File: config.mk
export PLATFORM = sky130hd
export DESIGN_NAME = rcal_top
export DESIGN_NICKNAME = d
export VERILOG_FILES = /design/src/hw/rcal_pkg.sv /design/src/hw/rcal_top.sv
export SDC_FILE = /design/constraint.sdc
export NUM_CORES = 1
export LEC_CHECK = 0
export ABC_AREA = 1
export BUFFER_PORTS_ARGS = -buffer_cell sky130_fd_sc_hd__buf_2
export CAP_MARGIN = 20
export CORE_ASPECT_RATIO = 2
export CORE_MARGIN = 2
export CORE_UTILIZATION = 24
export CTS_BUF_LIST = sky130_fd_sc_hd__clkbuf_2
export DETAILED_ROUTE_END_ITERATION = 7
export PLACE_DENSITY = 0.38
export SLEW_MARGIN = 30
export SYNTH_ARGS = -nofsm -noshare
export SYNTH_HDL_FRONTEND = slang
export SYNTH_SLANG_ARGS = --single-unit
File: constraint.sdc
create_clock -name clk_i -period 3 [get_ports clk_i]
set_clock_uncertainty 0.2 [all_clocks]
set_input_delay 0 -clock clk_i [delete_from_list [all_inputs] [get_ports clk_i]]
set_output_delay 0 -clock clk_i [all_outputs]
set_load 0.005 [all_outputs]
File: src/hw/rcal_pkg.sv
// Purpose: Constants, register map and BCD helpers for the RTC calendar.
// Assumes: 32-bit APB words; registers are 8 bits wide in the low byte.
// Notes:   Calendar and alarm values are BCD.
// Contract
// - Day counter BCD 01-31, steps per day carry
// - Calendar counters untouched by any reset
// - Day rollover limit follows month and leap year
// - Month BCD in bits 4:0, steps on day carry
// - Year two BCD digits, steps on month carry
// - Leap year when year divides by four
// - Day tens in 5:4, bits 7:6 read zero
// - Bit 7 of each alarm enables its compare
// - Alarm needs all enabled fields to match
// - Power-on reset clears every alarm enable
// - Alarm value fields never reset
// - Weekday alarm in bits 2:0, 6:3 zero
// - Match sets flag; write 0 clears it
// - Interrupt requested while flag and enable set
package rcal_pkg;
  localparam int unsigned NUM_ALM = 5;       // Seconds..day-of-month
  // Register byte offsets
  localparam logic [7:0] OFS_DAY  = 8'h00;
  localparam logic [7:0] OFS_MON  = 8'h04;
  localparam logic [7:0] OFS_YEAR = 8'h08;
  localparam logic [7:0] OFS_ALM0 = 8'h0C;  // Alarms at 0C,10,14,18,1C
  localparam logic [7:0] OFS_CTRL = 8'h20;
  // Decoded register indices
  localparam logic [3:0] IDX_DAY  = 4'h0;
  localparam logic [3:0] IDX_MON  = 4'h1;
  localparam logic [3:0] IDX_YEAR = 4'h2;
  localparam logic [3:0] IDX_ALM0 = 4'h3;
  localparam logic [3:0] IDX_CTRL = 4'h8;
  localparam logic [3:0] IDX_NONE = 4'hF;
  // Field positions and masks
  localparam int unsigned ENB_BIT = 7;
  localparam int unsigned AF_BIT  = 0;
  localparam int unsigned AIE_BIT = 3;
  localparam logic [7:0] DAY_MASK = 8'h3F;
  localparam logic [7:0] MON_MASK = 8'h1F;
  localparam logic [6:0] ALM_MASK [NUM_ALM] =
    '{7'h7F, 7'h7F, 7'h3F, 7'h07, 7'h3F};
  // BCD limits
  localparam logic [7:0] DAY_FIRST = 8'h01;
  localparam logic [7:0] MON_FIRST = 8'h01;
  localparam logic [7:0] MON_LAST  = 8'h12;
  localparam logic [7:0] YEAR_LAST = 8'h99;
  localparam logic [7:0] MON_FEB   = 8'h02;
  localparam logic [7:0] DAYS_28   = 8'h28;
  localparam logic [7:0] DAYS_29   = 8'h29;
  localparam logic [7:0] DAYS_30   = 8'h30;
  localparam logic [7:0] DAYS_31   = 8'h31;
  // Reset values
  localparam logic             CTRL_RST = 1'b0;
  localparam logic [NUM_ALM-1:0] ENB_RST = 5'h00;

  // Next BCD value of a two-digit number
  function automatic logic [7:0] bcd_inc(input logic [7:0] v);
    if (v[3:0] == 4'h9) begin
      bcd_inc = {v[7:4] + 4'h1, 4'h0};
    end else begin
      bcd_inc = {v[7:4], v[3:0] + 4'h1};
    end
  endfunction : bcd_inc

  // Year value divisible by four; 00 counts as leap
  function automatic logic is_leap(input logic [7:0] y);
    logic [4:0] s;
    s = {y[7:4], 1'b0} + {1'b0, y[3:0]};
    is_leap = (s[1:0] == 2'h0);
  endfunction : is_leap

  // Last valid day of a month
  function automatic logic [7:0] last_day(input logic [7:0] m,
                                          input logic       leap);
    if (m == MON_FEB) begin
      last_day = leap ? DAYS_29 : DAYS_28;
    end else if (m == 8'h04 || m == 8'h06 || m == 8'h09 || m == 8'h11) begin
      last_day = DAYS_30;
    end else begin
      last_day = DAYS_31;
    end
  endfunction : last_day
endpackage : rcal_pkg

File: src/hw/rcal_top.sv
// Purpose: Calendar counters and alarm compare behind an APB slave.
// Assumes: Time counters and day carry come from logic on clk_i.
// Notes:   Counters and alarm values hold through every reset.
//
// The placing of the registers and register access over APB are this design's own decisions.
`timescale 1ns/10ps
`default_nettype none
module rcal_top
  import rcal_pkg::*;
(
  input  wire logic        clk_i,        // 40 MHz clock
  input  wire logic        rst_i,        // Power-on reset, sync
  input  wire logic        ce_i,         // Clock enable
  input  wire logic        manual_rst_i, // Manual reset, sync
  input  wire logic        day_carry_i,  // Pulse from hours counter
  input  wire logic        count_run_i,  // Count-run level
  input  wire logic [7:0]  sec_cnt_i,    // Seconds counter, BCD
  input  wire logic [7:0]  min_cnt_i,    // Minutes counter, BCD
  input  wire logic [7:0]  hr_cnt_i,     // Hours counter, BCD
  input  wire logic [7:0]  wk_cnt_i,     // Weekday counter
  input  wire logic        psel_i,       // APB select
  input  wire logic        penable_i,    // APB enable
  input  wire logic        pwrite_i,     // APB direction
  input  wire logic [7:0]  paddr_i,      // APB byte address
  input  wire logic [31:0] pwdata_i,     // APB write data
  output var  logic        pready_o,     // APB ready
  output var  logic [31:0] prdata_o,     // APB read data
  output var  logic        pslverr_o,    // APB error
  output var  logic        alarm_flag_o, // Alarm match flag
  output var  logic        alarm_irq_o   // Alarm interrupt request
);

  logic [7:0]         day_cnt;
  logic [7:0]         mon_cnt;
  logic [7:0]         year_cnt;
  logic [6:0]         alm_val [NUM_ALM];
  logic [NUM_ALM-1:0] alm_enb;
  logic [7:0]         alm_cnt [NUM_ALM];
  logic [NUM_ALM-1:0] field_ok;
  logic               irq_enable;
  logic               match_prev;
  logic               match_now;
  logic               match_rise;
  logic               day_tick;
  logic               day_last;
  logic               mon_tick;
  logic               year_tick;
  logic               acc;
  logic               wr_go;
  logic [3:0]         widx;
  logic [7:0]         rd_byte;
  logic [2:0]         cal_set;

  // Map a byte address to a register index
  function automatic logic [3:0] decode(input logic [7:0] a);
    if (a == OFS_DAY) begin
      decode = IDX_DAY;
    end else if (a == OFS_MON) begin
      decode = IDX_MON;
    end else if (a == OFS_YEAR) begin
      decode = IDX_YEAR;
    end else if (a >= OFS_ALM0 && a < OFS_CTRL && a[1:0] == 2'h0) begin
      decode = IDX_ALM0 + 4'((a - OFS_ALM0) >> 2);
    end else if (a == OFS_CTRL) begin
      decode = IDX_CTRL;
    end else begin
      decode = IDX_NONE;
    end
  endfunction : decode

  // Bus phase decode
  assign widx  = decode(paddr_i);
  assign acc   = psel_i & penable_i;
  assign wr_go = ce_i & acc & pready_o & pwrite_i;

  // Carry chain: day, month, year
  assign day_tick  = day_carry_i & count_run_i;
  assign day_last  = day_cnt == last_day(mon_cnt, is_leap(year_cnt));
  assign mon_tick  = day_tick & day_last;
  assign year_tick = mon_tick & (mon_cnt == MON_LAST);

  // Day-of-month counter; no reset term at all
  always_ff @(posedge clk_i) begin
    if (ce_i) begin
      if (wr_go && widx == IDX_DAY) begin
        day_cnt <= pwdata_i[7:0] & DAY_MASK;
      end else if (mon_tick) begin
        day_cnt <= DAY_FIRST;
      end else if (day_tick) begin
        day_cnt <= bcd_inc(day_cnt);
      end
    end
  end

  // Month counter
  always_ff @(posedge clk_i) begin
    if (ce_i) begin
      if (wr_go && widx == IDX_MON) begin
        mon_cnt <= pwdata_i[7:0] & MON_MASK;
      end else if (year_tick) begin
        mon_cnt <= MON_FIRST;
      end else if (mon_tick) begin
        mon_cnt <= bcd_inc(mon_cnt);
      end
    end
  end

  // Year counter, wraps 99 to 00
  always_ff @(posedge clk_i) begin
    if (ce_i) begin
      if (wr_go && widx == IDX_YEAR) begin
        year_cnt <= pwdata_i[7:0];
      end else if (year_tick) begin
        year_cnt <= (year_cnt == YEAR_LAST) ? 8'h00
                                            : bcd_inc(year_cnt);
      end
    end
  end

  // Check helper: counters have no reset, so they are known once loaded
  always_ff @(posedge clk_i) begin
    if (wr_go && widx == IDX_DAY) begin
      cal_set[0] <= 1'b1;
    end
    if (wr_go && widx == IDX_MON) begin
      cal_set[1] <= 1'b1;
    end
    if (wr_go && widx == IDX_YEAR) begin
      cal_set[2] <= 1'b1;
    end
  end

  // Counters each alarm field compares with
  assign alm_cnt[0] = sec_cnt_i;
  assign alm_cnt[1] = min_cnt_i;
  assign alm_cnt[2] = hr_cnt_i;
  assign alm_cnt[3] = wk_cnt_i;
  assign alm_cnt[4] = day_cnt;

  // Alarm field storage and per-field compare
  for (genvar i = 0; i < NUM_ALM; i++) begin : g_alm
    // Value bits: no reset of any kind
    always_ff @(posedge clk_i) begin
      if (wr_go && widx == IDX_ALM0 + 4'(i)) begin
        alm_val[i] <= pwdata_i[6:0] & ALM_MASK[i];
      end
    end
    // Enable bit: cleared by power-on reset only
    always_ff @(posedge clk_i) begin
      if (rst_i) begin
        alm_enb[i] <= ENB_RST[i];
      end else if (wr_go && widx == IDX_ALM0 + 4'(i)) begin
        alm_enb[i] <= pwdata_i[ENB_BIT];
      end
    end
    assign field_ok[i] = ~alm_enb[i] |
                         ({1'b0, alm_val[i]} == alm_cnt[i]);
  end

  // Overall match needs at least one enabled field
  assign match_now  = (|alm_enb) & (&field_ok);
  assign match_rise = match_now & ~match_prev;

  // Edge memory so a cleared flag is not re-set within one match
  always_ff @(posedge clk_i) begin
    if (rst_i || manual_rst_i) begin
      match_prev <= CTRL_RST;
    end else if (ce_i) begin
      match_prev <= match_now;
    end
  end

  // Alarm flag: set wins over a clearing write
  always_ff @(posedge clk_i) begin
    if (rst_i || manual_rst_i) begin
      alarm_flag_o <= CTRL_RST;
    end else if (ce_i) begin
      if (match_rise) begin
        alarm_flag_o <= 1'b1;
      end else if (wr_go && widx == IDX_CTRL && !pwdata_i[AF_BIT]) begin
        alarm_flag_o <= 1'b0;
      end
    end
  end

  // Interrupt enable bit
  always_ff @(posedge clk_i) begin
    if (rst_i || manual_rst_i) begin
      irq_enable <= CTRL_RST;
    end else if (wr_go && widx == IDX_CTRL) begin
      irq_enable <= pwdata_i[AIE_BIT];
    end
  end

  // Interrupt request follows flag and enable
  always_ff @(posedge clk_i) begin
    if (rst_i || manual_rst_i) begin
      alarm_irq_o <= CTRL_RST;
    end else if (ce_i) begin
      alarm_irq_o <= alarm_flag_o & irq_enable;
    end
  end

  // Read data selection; reserved bits read zero
  always_comb begin
    rd_byte = 8'h00;
    if (widx == IDX_DAY) begin
      rd_byte = day_cnt & DAY_MASK;
    end else if (widx == IDX_MON) begin
      rd_byte = mon_cnt & MON_MASK;
    end else if (widx == IDX_YEAR) begin
      rd_byte = year_cnt;
    end else if (widx == IDX_CTRL) begin
      rd_byte[AF_BIT]  = alarm_flag_o;
      rd_byte[AIE_BIT] = irq_enable;
    end else if (widx != IDX_NONE) begin
      rd_byte = {alm_enb[3'(widx - IDX_ALM0)],
                 alm_val[3'(widx - IDX_ALM0)]};
    end
  end

  // APB answer: one wait state, registered outputs
  always_ff @(posedge clk_i) begin
    if (rst_i) begin
      pready_o  <= 1'b0;
      prdata_o  <= 32'h0000_0000;
      pslverr_o <= 1'b0;
    end else if (ce_i) begin
      pready_o  <= acc & ~pready_o;
      if (acc && !pready_o) begin
        prdata_o  <= pwrite_i ? 32'h0000_0000 : {24'h00_0000, rd_byte};
        pslverr_o <= (widx == IDX_NONE);
      end
    end
  end
endmodule : rcal_top
`default_nettype wire

After elaboration in Yosys (flattened, before gate mapping)
Memory sizes are Yosys's and may differ from the RTL's.
Cells that the tools add are included.
{"block": "totals", "regBits": 67, "ramBits": 35, "input_bits": 81, "output_inout_bits": 36, "elab_cells": 187, "n_memories": 1}
{"block": "classes", "add_sub_neg": 10, "n_lt_le_gt_ge": 3, "eq_ne": 29, "n_mux": 55, "bitwise": 23, "n_reduce_logical": 46}
{"name": "alm_val", "depth": 5, "word_bits": 7, "rd": 6, "rd_clocked_by_memory_dff": 0, "write_ports": 1, "line_no": "rcal_top.sv:36", "text": "logic [6:0] alm_val [NUM_ALM];"}
{"cell": "$mux 8", "n": 13}
{"cell": "$eq 7x8->1", "n": 5}
{"cell": "$mux 7", "n": 4}
{"cell": "$reduce_or 7->1", "n": 4}
{"cell": "$add 4x1->4 const B", "n": 6}
{"cell": "$eq 8x3->1 const B", "n": 3}
{"cell": "$mux 1", "n": 21}
{"cell": "$eq 4x4->1 const B", "n": 5}
{"cell": "$mux 4", "n": 5}
{"cell": "$eq 4x3->1 const B", "n": 4}
{"cell": "$eq 8x4->1 const B", "n": 2}
{"cell": "$eq 8x5->1 const B", "n": 2}
{"cell": "$mux 3", "n": 5}
{"cell": "$mux 5", "n": 3}
{"cell": "$reduce_bool 3->1", "n": 5}
{"cell": "$logic_and 1x1->1", "n": 13}
{"cell": "$mux 6", "n": 2}
{"cell": "$and 1x1->1", "n": 11}
{"cell": "$reduce_and 2->1", "n": 5}
{"cell": "$reduce_and 3->1", "n": 3}
{"cell": "$eq 4x2->1 const B", "n": 2}
{"cell": "$eq 8x2->1 const B", "n": 1}
{"cell": "$eq 8x6->1 const B", "n": 1}
{"cell": "$eq 8x8->1", "n": 1}
{"cell": "23 further kinds", "n": 40}

Longest topological paths before layout
{"block": "depth", "word_depth": 16, "depth_mapped": 24, "ltp_nobuf": 24}

Least setup slack after synthesis
No wires, ideal clock.
{"block": "synth_path", "path_type": "input to register", "start": "input port paddr_i[2]", "end": "register prdata_o[7]", "setup_time_ns": 0.070, "arrival_ns": 2.204, "required_time_ns": 2.730, "path_slack_ns": 0.525, "stages": 19, "path_buffers": 1, "path_cell_list": "ha_1 -> nor2_2 -> nor2_4 -> nand2_1 -> nand2_1 -> nand2_1 -> nand2_4 -> nand2_4 -> inv_2 -> ha_1 -> inv_1 -> clkbuf_1 -> nor2_1 -> a21oi_1 -> o21a_1 -> nand3_1 -> nand2_1 -> o211ai_1 -> a21oi_1"}
{"block": "synth_between", "elab_chain_len": 16, "elab_cells_between_ends": 29, "classes_between": "add/sub: 3; order compare: 2; eq/ne: 7; mux: 13; reduce/logical: 4"}
{"item": "from (decl)", "line_no": "rcal_top.sv:24", "text": "input wire logic [7:0] paddr_i,"}
{"item": "parallel branches: the longest is 6 deep, another holds $sub 6x4->6"}
{"item": "$mux 4 *", "line_no": "rcal_top.sv:56", "text": "if (a == OFS_DAY) begin"}
{"item": "$sub 3x2->3", "line_no": "rcal_top.sv:217", "text": "rd_byte = {alm_enb[3'(widx - IDX_ALM0)],"}
{"item": "$bmux 1 s3", "line_no": "rcal_top.sv:217"}
{"item": "$mux 1 (not written as such)", "line_no": "rcal_top.sv:217"}
{"item": "$mux 8", "line_no": "rcal_top.sv:216", "text": "end else if (widx != IDX_NONE) begin"}
{"item": "$mux 4", "line_no": "rcal_top.sv:213", "text": "end else if (widx == IDX_CTRL) begin"}
{"item": "$mux 8", "line_no": "rcal_top.sv:211", "text": "end else if (widx == IDX_YEAR) begin"}
{"item": "$mux 8", "line_no": "rcal_top.sv:209", "text": "end else if (widx == IDX_MON) begin"}
{"item": "$mux 8 *", "line_no": "rcal_top.sv:207", "text": "if (widx == IDX_DAY) begin"}
{"item": "$mux 8 *", "line_no": "rcal_top.sv:231", "text": "prdata_o <= pwrite_i ? 32'h0000_0000 : {24'h00_0000, rd_byte};"}
{"item": "to (signal assigned)", "line_no": "rcal_top.sv:231"}
{"item": "to (decl)", "line_no": "rcal_top.sv:27", "text": "output var logic [31:0] prdata_o,"}
Mark *: on every way between the ends. The select of a mux whose other input is x is not followed.
A chain may end at the register's enable or synchronous reset.

==> qor.csv <==
metric,value,unit
r2r endpoint,alarm_flag_o$_SDFFE_PP0P_,
crit-path cells,"xor2_1, nor4_1, nand4_1, nand2_1, nand4_1, nor3_1, o21a_1, dlygate4sd3_1",
row count,73,
hold_sp,rst_i,
Rel. slew slack,66.3,%
routed len/inst,16.1,um
Max Cap Viol,0,
Die Span Y,205,um
post-route clock period utilization,92.0,%
Die ar.,21500,sq um
sequential share of power,51.9,%
Setup crit end kind,flip-flop,
H-tree Lvls,3,
Hold Path Class,in -> reg,
total CTS buffers,9,
RSZ-0062 raised after global routing,false,
CTS Root Cell,clkbuf_2,
first-pass GRT wire length,24600,um
1st-iter DRT viols,203,
vias in the first global route,4607,
worst reg2reg startpoint,alm_val[0][4]$_DFFE_PP_,
clock slew at reported path FFs,210,ps
Setup Viol. Count Final,0,
Area Overhead vs Synth,25.4,%
CP bufs+invs,1,
Worst VDD drop,150,uV
"EDFF count, synth",53,
Initial Util,24.4,%
R2R cell count,8,
largest net degree at the start of global routing,14,
Crit path max-delay family,simple AND/OR/NAND/NOR gates,
r2r setup slk,240,ps
Clock Power Share,36.6,%
Die X,105,um
outcome,finished clean,
setup TNS,0,ps
layout cells sized above 1,20.7,%
Post-layout nets,844,
GR Util All Layers,15.3,%
Worst path most repeated cell,nand4_1,
max incr delay on CP,540,ps
Slew @ Worst Pin,501,ps
"Seq/Total Area, Yosys",40.6,%
"commonest non-fill, non-tap cell in the layout",nand2_1,
final slew viol count,0,
register bit total from synthesis,72,
CP arrival,3090,ps
Internal Power,1.53,mW
syn_area_per_cell,7.90,sq um
combinational share of power,11.5,%
worst skew pair latency,610,ps
Mapped Cells,615,
via count,4533,
endpoints failing hold,0,
Min-Delay Endpoint,prdata_o[0]$_SDFFE_PP0P_,
Via-to-Cell Ratio,4.48,
total congestion overflow,0,
DRT Wirelength,16300,um
RePlAce Congestion,0.831,
Worst Setup Start Kind,flip-flop,
Worst Hold Path Cells,3,
"Cell Area, Synth",4860,sq um
Initial DRT Pass Iterations,5,
clk buf depth,2,
DP Wirelength,13300,um
Required @ worst endpoint,3330,ps
"commonest cells after routing, fill and taps aside","nand2_1 (124), inv_1 (70), buf_2 (68)",
# IOs,117,
port buffer count,68,
f_max,0.362,GHz
Crit Path Class,reg -> reg,
worst hold margin,33.2,ps
ys flop type,edfxtp_1,
drt drc,0,
Synth cell types,41,
min Tclk post-route,2760,ps
Sw Share,26.1,%
antenna-violating nets left,0,
CTS tree,yes,
Net Sw Power,537,uW
slowest CP cell,dlygate4sd3_1,
P per Cell Area,338,nW/um^2
initial antenna violation count,1,
Finished Cell Area,6090,sq um
Pleak,2.72,nW
placed cell area,5560,sq um
Synth async-reset ratio,0,%
core area,19900,sq um
Critical Path Fanout Max,2,
Synth Warn #,0,
clock sinks,72,
-- power by group through the flow --
stage	Clock, mW	Combinational, mW	Sequential (mW)
floorplan	0	0.129	1.09
global placement	0	0.203	1.09
detailed placement	0	0.204	1.09
CTS	0.779	0.230	1.07
global route	0.806	0.265	1.07
finish	0.755	0.237	1.07
-- timing repair --
action | 4_1_cts | 5_1_grt
endpoints found under the setup margin | 0 | 3
endpoints found under the hold margin | 78 | 0
gates resized for setup | 0 | 7
setup buffers | 0 | 4
hold buffers | 30 | 0
-- tightest hold or removal path, delay by kind of cell --
| family | cells | cell delay (ps) |
|---|---|---|
| buffers and inverters | 2 | 740 |
| AOI/OAI and AO/OA | 1 | 60 |
-- how the worst max path moves through the flow --
stage	startpoint	to	cells past startpoint
2_1_floorplan	paddr_i[2]	prdata_o[7]$_SDFFE_PP0P_	19
3_3_place_gp	paddr_i[2]	prdata_o[2]$_SDFFE_PP0P_	18
3_5_place_dp	paddr_i[2]	prdata_o[4]$_SDFFE_PP0P_	19
4_1_cts	paddr_i[2]	prdata_o[5]$_SDFFE_PP0P_	20
5_1_grt	ce_i	prdata_o[5]$_SDFFE_PP0P_	12
6_report	alm_val[0][4]$_DFFE_PP_	alarm_flag_o$_SDFFE_PP0P_	8
-- cells in the mapped netlist, drive strengths merged, types with 4 or more instances --
cell type,n,share of area (%)
a21oi,36,3.7
buf,26,4.0
dfxtp,19,7.8
edfxtp,53,33
ha,19,4.9
inv,85,6.6
nand2,134,11
nand3,53,5.7
nand4,5,0.64
nor2,77,6.7
nor3,13,1.5
nor4,5,0.64
o211ai,4,0.62
o21ai,20,2.2
o22ai,8,1.0
o31ai,4,0.62
o32ai,5,0.90
xnor2,9,1.6
xor2,25,4.5
-- metal layers --
| metal | vias up | wire, um | track usage [%] |
|---|---|---|---|
| met4 | 0 | 744 | 8.38 |
| met3 | 35 | 437 | 2.12 |
| met1 | 2133 | 5380 | 13.3 |
| li1 | 2249 | - | - |
| met2 | 116 | 9710 | 32.4 |
| met5 | - | 0 | 0 |
-- kinds of logic after synthesis --
logic type	synth area share, %
xor+xnor	6.13
simple gates	27.0
fa+ha+maj	4.89
flops	40.6
compound gates	10.4
other cells	0.0772
buf+inv	10.9
-- cell type report --
type / count / area (sq um)
multi-input cells: 452 / 2470
inverters: 86 / 329
well taps: 262 / 328
flip-flops and latches: 72 / 1970
repair inverters: 1 / 5.00
clock inverters: 7 / 120
repair buffers: 122 / 821
fillers: 2191 / 13800
clock buffers: 9 / 45.0
diodes: 1 / 2.50
-- metrics by stage --
| step | util (%) | power [mW] | cells | setup slack (ps) |
|---|---|---|---|---|
| CTS | 30.3 | 2.08 | 1006 | 121 |
| finish | 30.6 | 2.06 | 1012 | 240 |
| detailed placement | 27.9 | 1.30 | 960 | 146 |
| global route | 30.6 | 2.14 | 1012 | 1.16 |
| global placement | 27.9 | 1.30 | 960 | 178 |
| floorplan | - | 1.22 | 638 | 525 |
-- flip-flops by register name, summed over array words and instances, names as in the netlist --
signal	cells
alm_val	29
day_cnt	8
mon_cnt	8
prdata_o	8
year_cnt	8
alm_enb	5
alarm_flag_o	1
alarm_irq_o	1
irq_enable	1
match_prev	1
pready_o	1
pslverr_o	1
Power figures use the tool's default switching activity.
